File: config.mk
export PLATFORM = sky130hd
export DESIGN_NAME = axis_command_status_flags
export DESIGN_NICKNAME = d
export VERILOG_FILES = /design/src/common/axis_status_pkg.sv /design/src/axis_command_status_flags.sv
export SDC_FILE = /design/constraint.sdc
export NUM_CORES = 1
export LEC_CHECK = 0
export BUFFER_PORTS_ARGS = -buffer_cell sky130_fd_sc_hd__buf_4
export CORE_ASPECT_RATIO = 2
export CORE_MARGIN = 2
export CORE_UTILIZATION = 46
export DETAILED_ROUTE_END_ITERATION = 10
export GPL_ROUTABILITY_DRIVEN = 0
export GPL_TIMING_DRIVEN = 0
export PLACE_DENSITY_LB_ADDON = 0.3
export RECOVER_POWER = 100
export SLEW_MARGIN = 40
export SYNTH_ARGS = -nofsm -noshare
export SYNTH_HDL_FRONTEND = slang
export SYNTH_SLANG_ARGS = --single-unit
File: constraint.sdc
create_clock -name clk -period 2.1 [get_ports clk]
set_input_delay 0.105 -clock clk [delete_from_list [all_inputs] [get_ports clk]]
set_output_delay 0.105 -clock clk [all_outputs]
set_load 0.02 [all_outputs]
File: src/common/axis_status_pkg.sv
package axis_status_pkg;
    // Byte addresses of the registers (printed offsets are word indices)
    localparam logic [7:0] IDX_ACK        = 8'h01;
    localparam logic [7:0] IDX_STATUS     = 8'h02;
    localparam logic [7:0] ADDR_ACK       = 8'h04;   // 4 * IDX_ACK
    localparam logic [7:0] ADDR_STATUS    = 8'h08;   // 4 * IDX_STATUS
    localparam logic [7:0] ADDR_CTRL      = 8'h0c;
    localparam logic [7:0] ADDR_EVT       = 8'h10;
    localparam logic [7:0] ADDR_EVT_EN    = 8'h14;
    localparam logic [7:0] ADDR_EVT_CLR   = 8'h18;
    localparam logic [7:0] ADDR_CMD       = 8'h1c;
    // Command status bit positions
    localparam int BIT_BUSY      = 0;
    localparam int BIT_JOG_OK    = 1;
    localparam int BIT_DIRECT_OK = 2;
    localparam int BIT_STOP_IN   = 4;
    localparam int BIT_GRP_STOP  = 5;
    localparam int BIT_ALL_STOP  = 6;
    localparam int BIT_PTP_ACK   = 7;
    localparam int BIT_START_BAD = 8;
    localparam int BIT_DEVR_BAD  = 9;
    localparam int BIT_STOP_DONE = 12;
    localparam int BIT_POS_DONE  = 13;
    localparam int BIT_LATCH_ACK = 15;
    // Command register bits (write pulses)
    localparam int CMD_START     = 0;
    localparam int CMD_PTP       = 1;
    localparam int CMD_DEVR      = 2;
    localparam int CMD_LATCH_CLR = 3;
    localparam int CMD_STOP      = 4;
    // Control register bits
    localparam int CTRL_MEMOP    = 0;
    localparam int CTRL_ASSIGNED = 1;
    // Event bits: 0 stop executed, 1 positioning done, 2 start refused
    localparam int EVT_W = 3;
    localparam logic [15:0] CTRL_RESET = 16'h0002;
endpackage

File: src/axis_command_status_flags.sv
// Notes on behaviour
// - Bit 15 of ack word sets when latch-flag clear request is accepted.
// - Busy bit 0 is high while the axis performs any operation.
// - In memory operation, unassigned axes show busy even when idle.
// - Bit 1 high whenever a jog command would be accepted.
// - Bit 2 high whenever a direct operation command would be accepted.
// - Stop-input bit 4 on stop command, emergency or deceleration input.
// - While stop-input is high, every other start command is refused.
// - Bit 5 on accepted group stop once stopped, and while request set.
// - Bit 6 on accepted all-unit stop once stopped, and while request set.
// - Bit 7 acknowledges an accepted high-speed point-to-point start.
// - Bit 8 set when an axis command cannot be accepted.
// - Bit 9 set when a deviation counter reset cannot be accepted.
// - Bit 12 set when manual/direct motion halts by decel, reset, unlock.
// - Bit 12 also set when manual/direct motion halts through an error.
// - Bit 13 set when direct positioning, origin search or return finishes.
// - Bit 13 also set when direct-operation jogging stops.
//
// Added by the designer: the APB register port.
`timescale 1ns/1ps
module axis_command_status_flags
    import axis_status_pkg::*;
(
    input  wire logic        clk,          // 40 MHz clock
    input  wire logic        nrst,         // Async reset, active low
    input  wire logic        psel,         // APB select
    input  wire logic        penable,      // APB access phase
    input  wire logic        pwrite,       // APB direction
    input  wire logic [7:0]  paddr,        // APB byte address
    input  wire logic [31:0] pwdata,       // APB write data
    output logic      [31:0] prdata,       // APB read data
    output logic             pready,       // APB ready
    output logic             pslverr,      // APB error
    input  wire logic        axisMoving,   // Axis performs an operation
    input  wire logic        directMode,   // Motion is direct operation
    input  wire logic        manualMode,   // Motion is manual operation
    input  wire logic        jogActive,    // Jogging in progress
    input  wire logic        errorPresent, // Axis error active
    input  wire logic        stopCmd,      // Immediate/decel stop accepted
    input  wire logic        emgInput,     // Emergency stop input
    input  wire logic        decelInput,   // Deceleration input
    input  wire logic        grpStopReq,   // Group stop request in sync data
    input  wire logic        allStopReq,   // All-unit stop request in sync data
    input  wire logic        haltDecel,    // Halted: decel stop (pulse)
    input  wire logic        haltDevReset, // Halted: deviation reset (pulse)
    input  wire logic        haltUnlock,   // Halted: servo unlocked (pulse)
    input  wire logic        haltError,    // Halted: error (pulse)
    input  wire logic        moveDone,     // Positioning/origin move done (pulse)
    input  wire logic        devResetBusy, // Deviation reset cannot be taken
    output logic             startAccept,  // Accepted start, one cycle
    output logic             irq           // Level interrupt
);
    import axis_status_pkg::*;

    // Word registers and their next values; every register below has one
    // combinational next-state source, except jogMotionPrev, which samples jogActive
    // directly; all are only registered in the single clocked process further down.
    logic [15:0] ackWord, next_ackWord;
    logic [15:0] status, next_status;
    logic [15:0] ctrl, next_ctrl;
    logic [EVT_W-1:0] evt, next_evt;
    logic [EVT_W-1:0] evtEn, next_evtEn;
    logic        grpLatched, next_grpLatched;
    logic        allLatched, next_allLatched;
    logic        next_startAccept;
    logic [31:0] next_prdata;
    logic        wrStrobe, rdStrobe, cmdWr, mapped;
    logic        stopIn, busy, stopDone, posDone, startBad;
    logic        jogMotionPrev;

    // APB: single wait-free access, unmapped addresses answer with pslverr.
    // Ready is tied high, so a transfer always takes two cycles; the cost
    // is that read data must already stand when the access phase begins.
    assign wrStrobe = psel && penable && pwrite;
    assign rdStrobe = psel && penable && !pwrite;
    assign pready   = 1'b1;
    assign mapped   = (paddr == ADDR_ACK) || (paddr == ADDR_STATUS)
                   || (paddr == ADDR_CTRL) || (paddr == ADDR_EVT)
                   || (paddr == ADDR_EVT_EN) || (paddr == ADDR_EVT_CLR)
                   || (paddr == ADDR_CMD);
    assign pslverr  = psel && penable && !mapped;
    assign cmdWr    = wrStrobe && (paddr == ADDR_CMD);

    // Live conditions derived from the axis inputs
    // stop input sources
    assign stopIn   = stopCmd || emgInput || decelInput;
    // busy during motion; unassigned axes busy in memory operation
    assign busy     = axisMoving || (ctrl[CTRL_MEMOP] && !ctrl[CTRL_ASSIGNED]);
    // stop causes, error stop, only in manual or direct operation.
    // An error halt counts only while the error is present, so a stray
    // halt pulse without an error cannot raise the stop-executed flag.
    assign stopDone = (manualMode || directMode)
                   && (haltDecel || haltDevReset || haltUnlock
                       || (haltError && errorPresent));
    // move finished in direct operation, jog stopped in direct mode
    assign posDone  = directMode && (moveDone || (jogMotionPrev && !jogActive));
    // starts refused while stop input is high; also when busy
    assign startBad = cmdWr && (pwdata[CMD_START] || pwdata[CMD_PTP])
                   && (stopIn || busy);

    // Status word, acknowledge word, sync stop latches and events.
    // Live bits are recomputed every cycle; sticky bits are carried over
    // explicitly, and a set in the same cycle as a clear always wins.
    always_comb begin
        next_ackWord    = ackWord;
        next_status     = '0;
        next_grpLatched = grpLatched;
        next_allLatched = allLatched;
        next_startAccept = 1'b0;
        next_evt        = evt;
        if (cmdWr && pwdata[CMD_LATCH_CLR])
            next_ackWord[BIT_LATCH_ACK] = 1'b1;
        else if (cmdWr)
            next_ackWord[BIT_LATCH_ACK] = 1'b0;
        // group stop latched until axis is stopped and request released
        if (grpStopReq)
            next_grpLatched = 1'b1;
        else if (!axisMoving)
            next_grpLatched = 1'b0;
        if (allStopReq)
            next_allLatched = 1'b1;
        else if (!axisMoving)
            next_allLatched = 1'b0;
        next_status[BIT_BUSY]      = busy;
        // jogging possible when idle and no stop input
        next_status[BIT_JOG_OK]    = !busy && !stopIn;
        next_status[BIT_DIRECT_OK] = !busy && !stopIn;
        next_status[BIT_STOP_IN]   = stopIn;
        next_status[BIT_GRP_STOP]  = grpStopReq || (grpLatched && !axisMoving);
        next_status[BIT_ALL_STOP]  = allStopReq || (allLatched && !axisMoving);
        // Sticky flags hold until the next command write
        if (!cmdWr) begin
            next_status[BIT_PTP_ACK]   = status[BIT_PTP_ACK];
            next_status[BIT_START_BAD] = status[BIT_START_BAD];
            next_status[BIT_DEVR_BAD]  = status[BIT_DEVR_BAD];
        end
        if (cmdWr && pwdata[CMD_PTP] && !startBad)
            next_status[BIT_PTP_ACK] = 1'b1;
        if (startBad)
            next_status[BIT_START_BAD] = 1'b1;
        if (cmdWr && pwdata[CMD_DEVR] && (devResetBusy || stopIn))
            next_status[BIT_DEVR_BAD] = 1'b1;
        if (cmdWr && (pwdata[CMD_START] || pwdata[CMD_PTP]) && !startBad)
            next_startAccept = 1'b1;
        // Stop and done flags clear on a new start, set wins
        next_status[BIT_STOP_DONE] = status[BIT_STOP_DONE] && !next_startAccept;
        next_status[BIT_POS_DONE]  = status[BIT_POS_DONE] && !next_startAccept;
        if (stopDone)
            next_status[BIT_STOP_DONE] = 1'b1;
        if (posDone)
            next_status[BIT_POS_DONE] = 1'b1;
        // Interrupt events: clear register, set wins over clear
        if (wrStrobe && paddr == ADDR_EVT_CLR)
            next_evt = evt & ~pwdata[EVT_W-1:0];
        next_evt = next_evt | {startBad, posDone, stopDone};
    end

    // Software registers; status word is read-only, writes dropped
    always_comb begin
        next_ctrl  = ctrl;
        next_evtEn = evtEn;
        if (wrStrobe && paddr == ADDR_CTRL)
            next_ctrl = {14'h0000, pwdata[1:0]};
        if (wrStrobe && paddr == ADDR_EVT_EN)
            next_evtEn = pwdata[EVT_W-1:0];
    end

    // Read data mux, registered so it is valid in the access phase.
    // Loaded in the setup cycle only; outside a read it returns to zero,
    // so a stale word never lingers on the bus.
    always_comb begin
        next_prdata = 32'h0000_0000;
        if (psel && !penable && !pwrite) begin
            case (paddr)
                ADDR_ACK:    next_prdata = {16'h0000, ackWord};
                ADDR_STATUS: next_prdata = {16'h0000, status};
                ADDR_CTRL:   next_prdata = {16'h0000, ctrl};
                ADDR_EVT:    next_prdata = {29'h0, evt};
                ADDR_EVT_EN: next_prdata = {29'h0, evtEn};
                default:     next_prdata = 32'h0000_0000;
            endcase
        end
    end

    // Level interrupt; stays high until software clears the event bit or its enable bit
    assign irq = |(evt & evtEn);

    // State registers; the reset branch loads constants only
    always_ff @(posedge clk or negedge nrst) begin
        if (!nrst) begin
            ackWord       <= 16'h0000;
            status        <= 16'h0000;
            ctrl          <= CTRL_RESET;
            evt           <= '0;
            evtEn         <= '0;
            grpLatched    <= 1'b0;
            allLatched    <= 1'b0;
            startAccept   <= 1'b0;
            jogMotionPrev <= 1'b0;
            prdata        <= 32'h0000_0000;
        end else begin
            ackWord       <= next_ackWord;
            status        <= next_status;
            ctrl          <= next_ctrl;
            evt           <= next_evt;
            evtEn         <= next_evtEn;
            grpLatched    <= next_grpLatched;
            allLatched    <= next_allLatched;
            startAccept   <= next_startAccept;
            jogMotionPrev <= jogActive;
            prdata        <= next_prdata;
        end
    end

    // Checks below on the status, ack and event words watch them one cycle after their cause,
    // matching the single register stage between inputs and the status word.

    // stop input flag
    // Mirrors its sources one cycle later
    chk_stop_input: assert property (@(posedge clk) disable iff (!nrst)
        (emgInput || decelInput || stopCmd) |=> status[BIT_STOP_IN])
        else $error("stop input flag missing");

    // starts refused in stop
    // A refused start must neither pulse nor stay silent
    chk_start_refused: assert property (@(posedge clk) disable iff (!nrst)
        (cmdWr && pwdata[CMD_START] && stopIn) |=> !startAccept && status[BIT_START_BAD])
        else $error("start accepted during stop input");

    // no ack in stop
    // The high-speed start is refused like any other start
    chk_ptp_refused: assert property (@(posedge clk) disable iff (!nrst)
        (cmdWr && pwdata[CMD_PTP] && stopIn) |=> !status[BIT_PTP_ACK])
        else $error("ptp acknowledged during stop input");

    chk_busy_moving: assert property (@(posedge clk) disable iff (!nrst)
        axisMoving |=> status[BIT_BUSY])
        else $error("busy not shown while moving");

    // unassigned axis busy
    // Memory operation with the axis left out of the configuration
    chk_busy_unassigned: assert property (@(posedge clk) disable iff (!nrst)
        (ctrl[CTRL_MEMOP] && !ctrl[CTRL_ASSIGNED]) |=> status[BIT_BUSY])
        else $error("unassigned axis not busy");

    // jog enable blocked
    // Enable must never show while a stop or motion blocks a start
    chk_jog_enable: assert property (@(posedge clk) disable iff (!nrst)
        status[BIT_JOG_OK] |-> !$past(stopIn) && !$past(busy))
        else $error("jog enabled while blocked");

    chk_jog_blocked: assert property (@(posedge clk) disable iff (!nrst)
        stopIn |=> !status[BIT_JOG_OK])
        else $error("jog enable shown during stop input");

    chk_direct_enable: assert property (@(posedge clk) disable iff (!nrst)
        (!busy && !stopIn) |=> status[BIT_DIRECT_OK])
        else $error("direct enable missing");

    chk_group_stop: assert property (@(posedge clk) disable iff (!nrst)
        grpStopReq |=> status[BIT_GRP_STOP])
        else $error("group stop flag missing");

    chk_all_stop: assert property (@(posedge clk) disable iff (!nrst)
        allStopReq |=> status[BIT_ALL_STOP])
        else $error("all stop flag missing");

    chk_ptp_ack: assert property (@(posedge clk) disable iff (!nrst)
        (cmdWr && pwdata[CMD_PTP] && !stopIn && !busy) |=> status[BIT_PTP_ACK])
        else $error("ptp start not acknowledged");

    // start refused when busy
    // Busy refusal is our choice; it uses the same flag as a stop refusal
    chk_start_busy: assert property (@(posedge clk) disable iff (!nrst)
        (cmdWr && pwdata[CMD_START] && busy) |=> status[BIT_START_BAD] && !startAccept)
        else $error("start accepted while busy");

    chk_devr_refused: assert property (@(posedge clk) disable iff (!nrst)
        (cmdWr && pwdata[CMD_DEVR] && devResetBusy) |=> status[BIT_DEVR_BAD])
        else $error("deviation reset refusal missing");

    chk_stop_causes: assert property (@(posedge clk) disable iff (!nrst)
        ((manualMode || directMode) && (haltDecel || haltDevReset || haltUnlock))
        |=> status[BIT_STOP_DONE])
        else $error("stop executed missing for halt");

    // no flag outside modes
    // Automatic operation halts must not raise stop executed
    chk_stop_mode: assert property (@(posedge clk) disable iff (!nrst)
        (!manualMode && !directMode && !status[BIT_STOP_DONE]) |=> !status[BIT_STOP_DONE])
        else $error("stop executed outside manual or direct");

    // error stop flagged
    // Also raises the stop-executed event for the interrupt
    chk_stop_done: assert property (@(posedge clk) disable iff (!nrst)
        (directMode && haltError && errorPresent) |=> status[BIT_STOP_DONE] && evt[0])
        else $error("stop executed missing");

    chk_pos_done: assert property (@(posedge clk) disable iff (!nrst)
        directMode && moveDone |=> status[BIT_POS_DONE])
        else $error("positioning done missing");

    chk_pos_mode: assert property (@(posedge clk) disable iff (!nrst)
        (!directMode && !status[BIT_POS_DONE]) |=> !status[BIT_POS_DONE])
        else $error("positioning done outside direct");

    // jog stop completes
    // Falling edge of jogging seen against its previous sample
    chk_jog_stop_done: assert property (@(posedge clk) disable iff (!nrst)
        (directMode && $past(jogActive) && !jogActive) |=> status[BIT_POS_DONE])
        else $error("jog stop not completed");

    chk_latch_ack: assert property (@(posedge clk) disable iff (!nrst)
        (cmdWr && pwdata[CMD_LATCH_CLR]) |=> ackWord[BIT_LATCH_ACK])
        else $error("latch clear not acknowledged");

    chk_latch_drop: assert property (@(posedge clk) disable iff (!nrst)
        (cmdWr && !pwdata[CMD_LATCH_CLR]) |=> !ackWord[BIT_LATCH_ACK])
        else $error("latch clear ack not dropped");

    chk_ack_readonly: assert property (@(posedge clk) disable iff (!nrst)
        (wrStrobe && paddr == ADDR_ACK) |=> $stable(ackWord))
        else $error("ack word changed by host write");

    // Event set wins over a clear in the same cycle
    chk_evt_set_wins: assert property (@(posedge clk) disable iff (!nrst)
        (stopDone && wrStrobe && paddr == ADDR_EVT_CLR && pwdata[0]) |=> evt[0])
        else $error("event lost to clear");

    // Enabled event drives the interrupt
    chk_irq_level: assert property (@(posedge clk) disable iff (!nrst)
        (evt[0] && evtEn[0]) |-> irq)
        else $error("interrupt missing");

    // Addresses past the command register are unmapped
    chk_unmapped_err: assert property (@(posedge clk) disable iff (!nrst)
        (psel && penable && paddr > ADDR_CMD) |-> pslverr)
        else $error("unmapped access without error");

    // Upper half of every read is zero
    chk_read_upper: assert property (@(posedge clk) disable iff (!nrst)
        (psel && penable && !pwrite) |-> prdata[31:16] == 16'h0000)
        else $error("read upper half not zero");

    // Start pulse lasts one cycle
    chk_start_pulse: assert property (@(posedge clk) disable iff (!nrst)
        startAccept |=> !startAccept)
        else $error("start pulse too long");
endmodule // axis_command_status_flags

==> results of run 1 <==
## cell usage after synthesis
cell,instances,share of area
nand3_1,4,0.012
nor3_2,2,0.012
nand3b_1,1,0.0046
a22oi_1,3,0.014
nor3b_1,2,0.0092
buf_4,21,0.097
a211oi_1,1,0.0046
or3_1,3,0.012
dfstp_2,1,0.016
nor2b_1,4,0.015
a21oi_1,3,0.0092
or4_1,1,0.0046
and2_1,5,0.019
nor4bb_1,1,0.0062
a2bb2oi_1,2,0.011
nand4_1,3,0.012
a222oi_1,1,0.0062
nand2_1,6,0.014
a2111oi_0,1,0.0054
or4b_1,2,0.012
nor2_1,4,0.0092
o21bai_1,1,0.0046
buf_2,2,0.0062
mux2_2,6,0.042
a21o_1,8,0.037
inv_1,7,0.016
conb_1,2,0.0046
clkbuf_1,1,0.0023
o21ai_0,4,0.012
a21bo_2,2,0.012
nand4bb_1,1,0.0069
dfrtp_1,34,0.52
nor3_1,6,0.018
o211ai_1,1,0.0046
nor2_2,1,0.0039
## layout make-up
type                    instances  share of cell area
flip-flops and latches         35               0.414
multi-input cells             100               0.290
repair buffers                 48               0.145
plain buffers                  24              0.0797
clock buffers                   6              0.0343
well taps                      32              0.0189
inverters                       7              0.0124
clock inverters                 2             0.00591
## where the power goes
part / internal [mW] / total (mW) / switching (mW)
Combinational: 0.0832 / 0.175 / 0.0923
Clock: 0.231 / 0.465 / 0.234
Sequential: 0.686 / 0.691 / 0.00520
Total: 1.00 / 1.33 / 0.331
## worst register-to-register path: cells and delay by family (launching register included)
| family | cells | cell delay [ns] |
|---|---|---|
| compound gates | 2 | 0.67 |
| flops | 1 | 0.55 |
| simple gates | 1 | 0.20 |
| buf+inv | 1 | 0.07 |
## logic make-up after synthesis
kind of cell           after synthesis  share of synthesized area
AND/OR/NAND/NOR                     46                      0.172
flip-flops                          35                      0.540
buffers and inverters               31                      0.122
AO/OA/AOI/OAI                       27                      0.121
multiplexers                         6                     0.0416
other                                2                    0.00462
## routing by layer
layer  share of wire  GRT usage
met1            0.33      0.177
met2            0.58      0.332
met5               0          0
met4           0.024     0.0883
met3           0.066     0.0577
## registers in the layout (all words and copies together), names as in the netlist
register       cells
ackWord            1
evtEn              3
allLatched         1
startAccept        1
evt                3
jogMotionPrev      1
grpLatched         1
status            10
prdata            12
ctrl               2
## final timing paths
check                            from          to  slack [ns]
max                           ctrl[1]  status[13]        0.51
min                        allStopReq  allLatched       0.003
max reg2reg                   ctrl[1]  status[13]        0.51
min reg2reg                 status[6]   prdata[6]        0.46
max in group asynchronous        nrst      evt[1]        1.13
min in group asynchronous        nrst   status[7]        0.46
## placed cells by master, fill, tap and decap left out, types with 2 or more instances in the layout
cell type	Yosys	layout
buf_4	21	48
dfrtp_1	34	34
conb_1	2	21
clkbuf_1	1	19
a21o_1	8	8
inv_1	7	7
nor3_1	6	7
nand2_1	6	6
mux2_2	6	6
nor2_1	4	5
clkbuf_8	0	5
nor2b_1	4	4
o21ai_0	4	4
nand3_1	4	4
or3_1	3	3
and2_1	5	3
nand4_1	3	3
a22oi_1	3	3
a21oi_1	3	3
clkbuf_4	0	3
nor3b_1	2	2
and2_0	0	2
or4b_1	2	2
a21bo_2	2	2
a2bb2oi_1	2	2
dlygate4sd3_1	0	2
==> impl_metrics.py, run 1 <==
metrics = {
    "status": {
        "outcome": "finished, final reports clean",
    },
    "detailed_routing": {
        "ant_nets": 0,
        "dr.first_iter.drc_count": 13,
        "drt-pass1-iter-count": 5,
        "routed_wl_um": 3430,
        "wl_per_cell_um": 13.5,
        "via_per_inst": 5.13,
        "vias": 1303,
        "route.detailed.drc": 0,
    },
    "placed_design": {
        "portBuffers": 46,
        "place_ws_ns": 0.301,
        "placed_cells": 244,
        "placed_area_um2": 2080,
        "hpwl_um": 2730,
    },
    "setup_path": {
        "path_max_fanout": 4,
        "crit_family": "compound AO/OA/AOI/OAI gates",
        "crit_type": "register to register",
        "cp_num_buf_inv": 1,
        "worstPathCellList": "inv_1, a211oi_1, nand3b_1, a21bo_2",
        "arrival_ns": 1.77,
        "cp.depth": 4,
        "crit_path_max_incr_delay_ns": 0.55,
        "cp-start-kind": "register",
        "reg2reg_depth": 4,
        "endpoint_kind": "register",
        "cp_data_required_time_ns": 2.28,
        "crit_path_top_delay_cell": "dfstp_1",
    },
    "clock_network": {
        "cts.hold.buffers_added": 2,
        "clock_sinks": 35,
        "htreeDepth": 2,
        "cts_max_path_buffers": 2,
        "cts_tree": "done",
        "post_cts_buffers": 0,
        "postCtsResizedCells": 0,
        "path_clk_slew_ns": 0.07,
        "clk_latency_ns": 0.28,
        "cts_root_buffer": "clkbuf_8",
        "cts_made_buffers": 5,
    },
    "floorplanning": {
        "die_area_um2": 4050,
        "floorplan.initialDensity": 0.481,
        "die_y_um": 88.1,
        "core_um2": 3380,
        "rows": 30,
        "io_pins": 97,
        "die_w_um": 46.0,
    },
    "logic_synthesis": {
        "synth-seq-cells": 35,
        "avgSynthCellArea_um2": 11.1,
        "synth_seq_area_share": 0.540,
        "postSynthCellCount": 147,
        "netlist_area_um2": 1630,
        "ys_warn_count": 0,
        "yosysUniqueCellTypes": 35,
    },
    "global_routing": {
        "antenna_found_initial": 0,
        "gr-total-overflow": 0,
        "grt_first_pass_wirelength_um": 5390,
        "grt_max_degree": 36,
        "grt_pass1_vias": 1277,
        "track_usage": 0.184,
    },
    "cells_and_area": {
        "fillers": 299,
        "nNetsFinal": 282,
        "num_antenna_cells": 0,
        "seqCellArea_um2": 877,
        "final_util": 0.627,
        "drive_gt1_frac": 0.306,
        "postLayoutCellArea_um2": 2120,
        "final_cell_count_no_fill": 254,
        "multi_input_area_um2": 614,
        "syn_to_final_growth_pct": 30.3,
    },
    "power_and_ir_drop": {
        "p_leak_nw": 1.04,
        "total_power_mw": 1.33,
        "p_per_area_nw_per_um2": 629,
        "vdd_drop_max_mv": 0.475,
    },
    "timing": {
        "rsz0062_at_grt": "no",
        "holdWs_ns": 0.00325,
        "fin_crit_sh": 0.756,
        "worst_slack_ns": 0.513,
        "fin_setup_tns_ns": 0,
        "worst_pin_slew_ns": 0.833,
        "relSlewSlack": 0.445,
        "skew_ns": 0.00606,
        "period_needed_ns": 1.59,
        "hold_violations": 0,
        "finalMaxSlewViolations": 0,
        "max_freq_ghz": 0.630,
        "setup_viol": 0,
    },
    "run": {
        "cap_violations": 0,
    },
    "min_path": {
        "hold_depth": 2,
        "worst_hold_path_type": "input port to register",
    },
}
Note: power is estimated with default switching activity, not from simulation.
==> run 2: changes to the inputs <==
- ABC_AREA: unset -> 1
- CORE_UTILIZATION: 46 -> 44
- clock period: 2.1 -> 1.6 ns (I/O delays scaled with it)
==> impl_metrics.py, run 2 <==
metrics = {
    "detailed_routing": {
        "ant_nets": 0,
        "wl_per_cell_um": 11.3,
        "via_per_inst": 4.48,
        "top_layer_used": "met4",
        "route.detailed.drc": 0,
        "route.met3.wl_um": 228,
        "wl_met2_um": 2070,
        "routed_wl_um": 3730,
        "dr.first_iter.drc_count": 32,
        "drt-pass1-iter-count": 4,
        "vias": 1482,
        "wl_met1_um": 1300,
    },
    "logic_synthesis": {
        "ys_warn_count": 0,
        "synth.cells.most_frequent": "45 x nand2_1, 34 x dfrtp_1, 27 x inv_1",
        "synth_top_area_cell": "dfrtp_1",
        "synth_enable_flop_cells": 0,
        "yosysUniqueCellTypes": 21,
        "synth.most_common_cell": "nand2_1",
        "yosys.area.top_type_share": 0.497,
        "synth_async_sr_flop_share": 1.00,
        "synth_ff_type": "dfrtp_1",
        "synth_seq_area_share": 0.513,
        "postSynthCellCount": 202,
        "synthTopCellsByArea": "dfrtp_1 50%, nand2_1 9.9%, buf_4 9.2%",
        "synth-seq-cells": 35,
        "netlist_area_um2": 1710,
        "avgSynthCellArea_um2": 8.47,
    },
    "clock_network": {
        "cts_made_buffers": 5,
        "cts_root_buffer": "clkbuf_8",
        "clk_latency_ns": 0.29,
        "htreeDepth": 2,
        "post_cts_buffers": 0,
        "clock_sinks": 35,
        "cts_max_path_buffers": 2,
        "cts_tree": "done",
        "path_clk_slew_ns": 0.07,
    },
    "timing": {
        "max_freq_ghz": 0.747,
        "fin_crit_sh": 0.837,
        "period_needed_ns": 1.34,
        "fin_setup_tns_ns": 0,
        "worst_pin_slew_ns": 0.816,
        "holdWs_ns": 0.00619,
        "setup_viol": 0,
        "rsz0062_at_grt": "no",
        "skew_ns": 0.00248,
        "hold_violations": 0,
        "relSlewSlack": 0.456,
        "finalMaxSlewViolations": 0,
    },
    "power_and_ir_drop": {
        "p_leak_nw": 1.23,
        "p_per_area_nw_per_um2": 844,
        "vdd_drop_max_mv": 0.655,
    },
    "cells_and_area": {
        "largest_register_ffs": 12,
        "most-common-layout-cells": "46 x buf_4, 45 x nand2_1, 34 x dfrtp_1",
        "layout_commonest_cell": "buf_4",
        "syn_to_final_growth_pct": 32.6,
        "nNetsFinal": 341,
        "largest-register": "prdata",
        "drive_gt1_frac": 0.236,
        "num_antenna_cells": 0,
        "fillers": 391,
        "final_cell_count_no_fill": 331,
        "largestRegisters": "prdata (12), status (10)",
    },
    "global_routing": {
        "gr-total-overflow": 0,
        "grt_max_degree": 36,
        "grt_pass1_vias": 1422,
        "track_usage": 0.187,
        "grt_first_pass_wirelength_um": 5750,
        "antenna_found_initial": 0,
    },
    "floorplanning": {
        "floorplan.initialDensity": 0.450,
        "die_w_um": 48.1,
        "die_area_um2": 4430,
        "die_y_um": 92.2,
        "core_um2": 3800,
        "rows": 32,
        "io_pins": 97,
    },
    "min_path": {
        "worst_hold_path_type": "input port to register",
    },
    "setup_path": {
        "arrival_ns": 1.49,
        "worstPathCellList": "o21ai_0, nor2_1, nand3b_1, o21ai_0",
        "endpoint_kind": "register",
        "cp_data_required_time_ns": 1.75,
        "path_max_fanout": 4,
        "crit_path_top_delay_cell": "dfstp_1",
        "crit_path_max_incr_delay_ns": 0.55,
        "cp-start-kind": "register",
        "cp_num_buf_inv": 0,
        "crit_path_frequent_cell": "o21ai_0",
        "crit_family": "flip-flops",
        "crit_type": "register to register",
    },
    "status": {
        "outcome": "finished, final reports clean",
    },
    "placed_design": {
        "portBuffers": 47,
        "hpwl_um": 2880,
        "placed_cells": 319,
    },
    "run": {
        "cap_violations": 0,
    },
}
run 2: worst min-delay path, stage by stage:
cell     delay (ns)
buf_4          0.07
inv_1          0.03
o21ai_0        0.07
run 2: what timing repair did:
| action | 4_1_cts | 5_1_grt |
|---|---|---|
| hold buffers | 5 | 0 |
| endpoints found under the hold margin | 37 | 0 |
| gates resized for setup | 0 | 0 |
run 2: final cells by class:
cell class / count / area [µm²] / area share
flip-flops and latches: 35 / 877 / 0.387
inverters: 28 / 105 / 0.0464
clock buffers: 5 / 68.8 / 0.0304
plain buffers: 22 / 169 / 0.0745
well taps: 51 / 63.8 / 0.0281
multi-input cells: 136 / 602 / 0.265
clock inverters: 2 / 37.5 / 0.0166
repair buffers: 52 / 344 / 0.152
run 2: final timing paths:
path,cells past startpoint,from,slack (ns),to
min in group asynchronous,2,nrst,0.43,status[9]
worst min-delay path,3,grpStopReq,0.006,status[5]
max in group asynchronous,2,nrst,0.66,evt[2]
worst max register to register,4,ctrl[1],0.26,status[8]
worst min register to register,2,status[13],0.48,status[13]
worst max-delay path,4,ctrl[1],0.26,status[8]
run 2: cells by family (layout without fill, tap and decap cells):
kind of cell    count (synthesis)  in the layout  synth area share
simple gates                   94             94             0.258
buf+inv                        50            109             0.160
other cells                     2             21           0.00439
compound gates                 21             21            0.0644
flops                          35             35             0.513
run 2: stage by stage:
| stage | power [mW] | cell area [µm²] | worst slack, ns | util |
|---|---|---|---|---|
| after detailed placement | 1.16 | 2200 | 0.312 | 0.578 |
| final | 1.91 | 2270 | 0.261 | 0.596 |
| after global routing | 1.99 | 2270 | 0.161 | 0.596 |
| after global placement | 1.16 | 2200 | 0.359 | 0.578 |
| after CTS | 1.93 | 2350 | 0.302 | 0.619 |
| after floorplan | 1.06 | 1780 | 0.466 | - |
run 2: power by group:
group	internal [mW]	leakage [nW]	switching (mW)	total (mW)
combinational	0.110	0.749	0.133	0.242
sequential	0.901	0.427	0.00609	0.907
clock	0.455	0.0502	0.309	0.764
total	1.46	1.23	0.448	1.91
run 2: metal layers:
layer / vias to the layer above / global-route usage
met4: 0 / 0.119
li1: 741 / -
met5: - / 0
met1: 669 / 0.178
met3: 11 / 0.0335
met2: 61 / 0.327
==> run 3: changes to the inputs <==
- CORE_UTILIZATION: 44 -> 39
- clock period: 1.6 -> 1.09 ns (I/O delays scaled with it)
==> impl_metrics.py, run 3 (synthesized netlist as in run 2, its figures left out) <==
metrics = {
    "detailed_routing": {
        "wl_per_cell_um": 10.7,
        "routed_wl_um": 3670,
        "ant_nets": 0,
        "via_per_inst": 4.37,
        "drt-pass1-iter-count": 6,
        "dr.first_iter.drc_count": 13,
        "route.detailed.drc": 0,
        "vias": 1499,
    },
    "clock_network": {
        "path_clk_slew_ns": 0.07,
        "clock_sinks": 35,
        "htreeDepth": 2,
        "cts_tree": "done",
        "clk_latency_ns": 0.29,
        "cts_made_buffers": 5,
        "cts_max_path_buffers": 2,
        "cts_root_buffer": "clkbuf_8",
    },
    "timing": {
        "relSlewSlack": 0.451,
        "max_freq_ghz": 0.900,
        "finalMaxSlewViolations": 0,
        "fin_crit_sh": 1.02,
        "hold_violations": 0,
        "worst_slack_ns": -0.0206,
        "worst_pin_slew_ns": 0.823,
        "rsz0062_at_grt": "yes",
        "setup_viol": 4,
        "skew_ns": 0.00752,
        "period_needed_ns": 1.11,
    },
    "power_and_ir_drop": {
        "vdd_drop_max_mv": 1.28,
        "total_power_mw": 2.92,
        "p_per_area_nw_per_um2": 1210,
        "p_leak_nw": 1.33,
    },
    "setup_path": {
        "crit_type": "register to register",
        "cp-start-kind": "register",
        "arrival_ns": 1.28,
        "endpoint_kind": "register",
        "cp_data_required_time_ns": 1.26,
        "path_max_fanout": 3,
    },
    "cells_and_area": {
        "largest_register_ffs": 12,
        "syn_to_final_growth_pct": 40.9,
        "most-common-layout-cells": "54 x buf_4, 44 x nand2_1, 34 x dfrtp_1",
        "largestRegisters": "prdata (12), status (10)",
        "postLayoutCellArea_um2": 2410,
        "drive_gt1_frac": 0.291,
        "num_antenna_cells": 0,
        "layout_commonest_cell": "buf_4",
        "nNetsFinal": 349,
        "fillers": 418,
        "largest-register": "prdata",
    },
    "status": {
        "violations": "negative setup slack",
        "outcome": "finished, violations left",
    },
    "min_path": {
        "worst_hold_path_type": "input port to register",
    },
    "placed_design": {
        "place_ws_ns": -0.111,
        "portBuffers": 47,
        "placed_area_um2": 2200,
        "hpwl_um": 2750,
    },
    "floorplanning": {
        "die_w_um": 50.8,
        "rows": 34,
        "floorplan.initialDensity": 0.398,
        "io_pins": 97,
        "die_area_um2": 4960,
        "die_y_um": 97.7,
        "core_um2": 4300,
    },
    "global_routing": {
        "antenna_found_initial": 0,
        "grt_max_degree": 36,
        "grt_first_pass_wirelength_um": 5890,
        "grt_pass1_vias": 1420,
        "gr-total-overflow": 0,
        "track_usage": 0.160,
    },
    "run": {
        "cap_violations": 0,
    },
}
## run 3: changes by cell type in the layout (fill, tap and decap cells not counted), moves of 2 or more
| cell | before | now |
|---|---|---|
| buf_4 | 46 | 54 |
| o21ai_1 | 1 | 5 |
| o21ai_0 | 18 | 13 |
| nor2_1 | 19 | 16 |
| clkbuf_1 | 15 | 13 |
| nand3_1 | 18 | 16 |
| nand3_2 | 1 | 3 |
## run 3: worst paths after layout
check	from	to	slack, ns	depth (start not counted)
setup reg to reg	ctrl[1]	status[8]	-0.02	4
min in group asynchronous	nrst	ackWord[15]	0.40	2
max in group asynchronous	nrst	jogMotionPrev	0.17	2
hold / removal	pwdata[1]	status[7]	0.02	3
setup / recovery	ctrl[1]	status[8]	-0.02	4
hold reg to reg	status[12]	status[12]	0.48	2
## run 3: power by group
group	internal (mW)	total, mW	switching [mW]
registers	1.32	1.33	0.00775
clock network	0.740	1.21	0.466
logic	0.176	0.383	0.207
total	2.24	2.92	0.681
## run 3: timing repair
| item | 4_1_cts | 5_1_grt |
|---|---|---|
| hold buffers | 6 | 0 |
| endpoints found under the hold margin | 40 | 0 |
| pin swaps | 2 | 5 |
| gates resized for setup | 4 | 7 |
| setup buffers | 3 | 4 |
| setup endpoints to repair | 7 | 7 |
## run 3: area by class of cell
type                            instances  area, µm²  area share
Timing Repair Buffer                   60        418       0.173
Inverter                               28        105      0.0436
Tap cell                               54       67.6      0.0280
Buffer                                 22        169      0.0701
Multi-Input combinational cell        136        656       0.272
Sequential cell                        35        877       0.364
Clock inverter                          2       35.0      0.0145
Clock buffer                            6       82.6      0.0343
## run 3: routing by layer
layer  GRT usage  vias to the layer above  part of all wire  wire length [µm]
met2       0.299                       58              0.56              2060
met4      0.0915                        0             0.029               105
li1            -                      760                 -                 -
met5           0                        -                 0                 0
met1       0.149                      673              0.34              1240
met3      0.0354                        8             0.072               264
## run 3: worst max-delay path, stage by stage (launching register included)
cell      delay (ns)
dfstp_2         0.55
o21ai_2         0.08
nor2_2          0.13
nand3b_1        0.17
o21ai_1         0.08
## run 3: stage by stage
stage / hold WS [ns] / instances / util / setup TNS [ns]
global route: 0.0320 / 343 / 0.561 / -1.02
CTS: 0.0143 / 339 / 0.563 / -0.0468
floorplan: -0.241 / 221 / - / 0
detailed placement: 0.0264 / 322 / 0.513 / -1.00
finish: 0.0215 / 343 / 0.561 / -0.0598
global placement: 0.0222 / 322 / 0.513 / -0.782
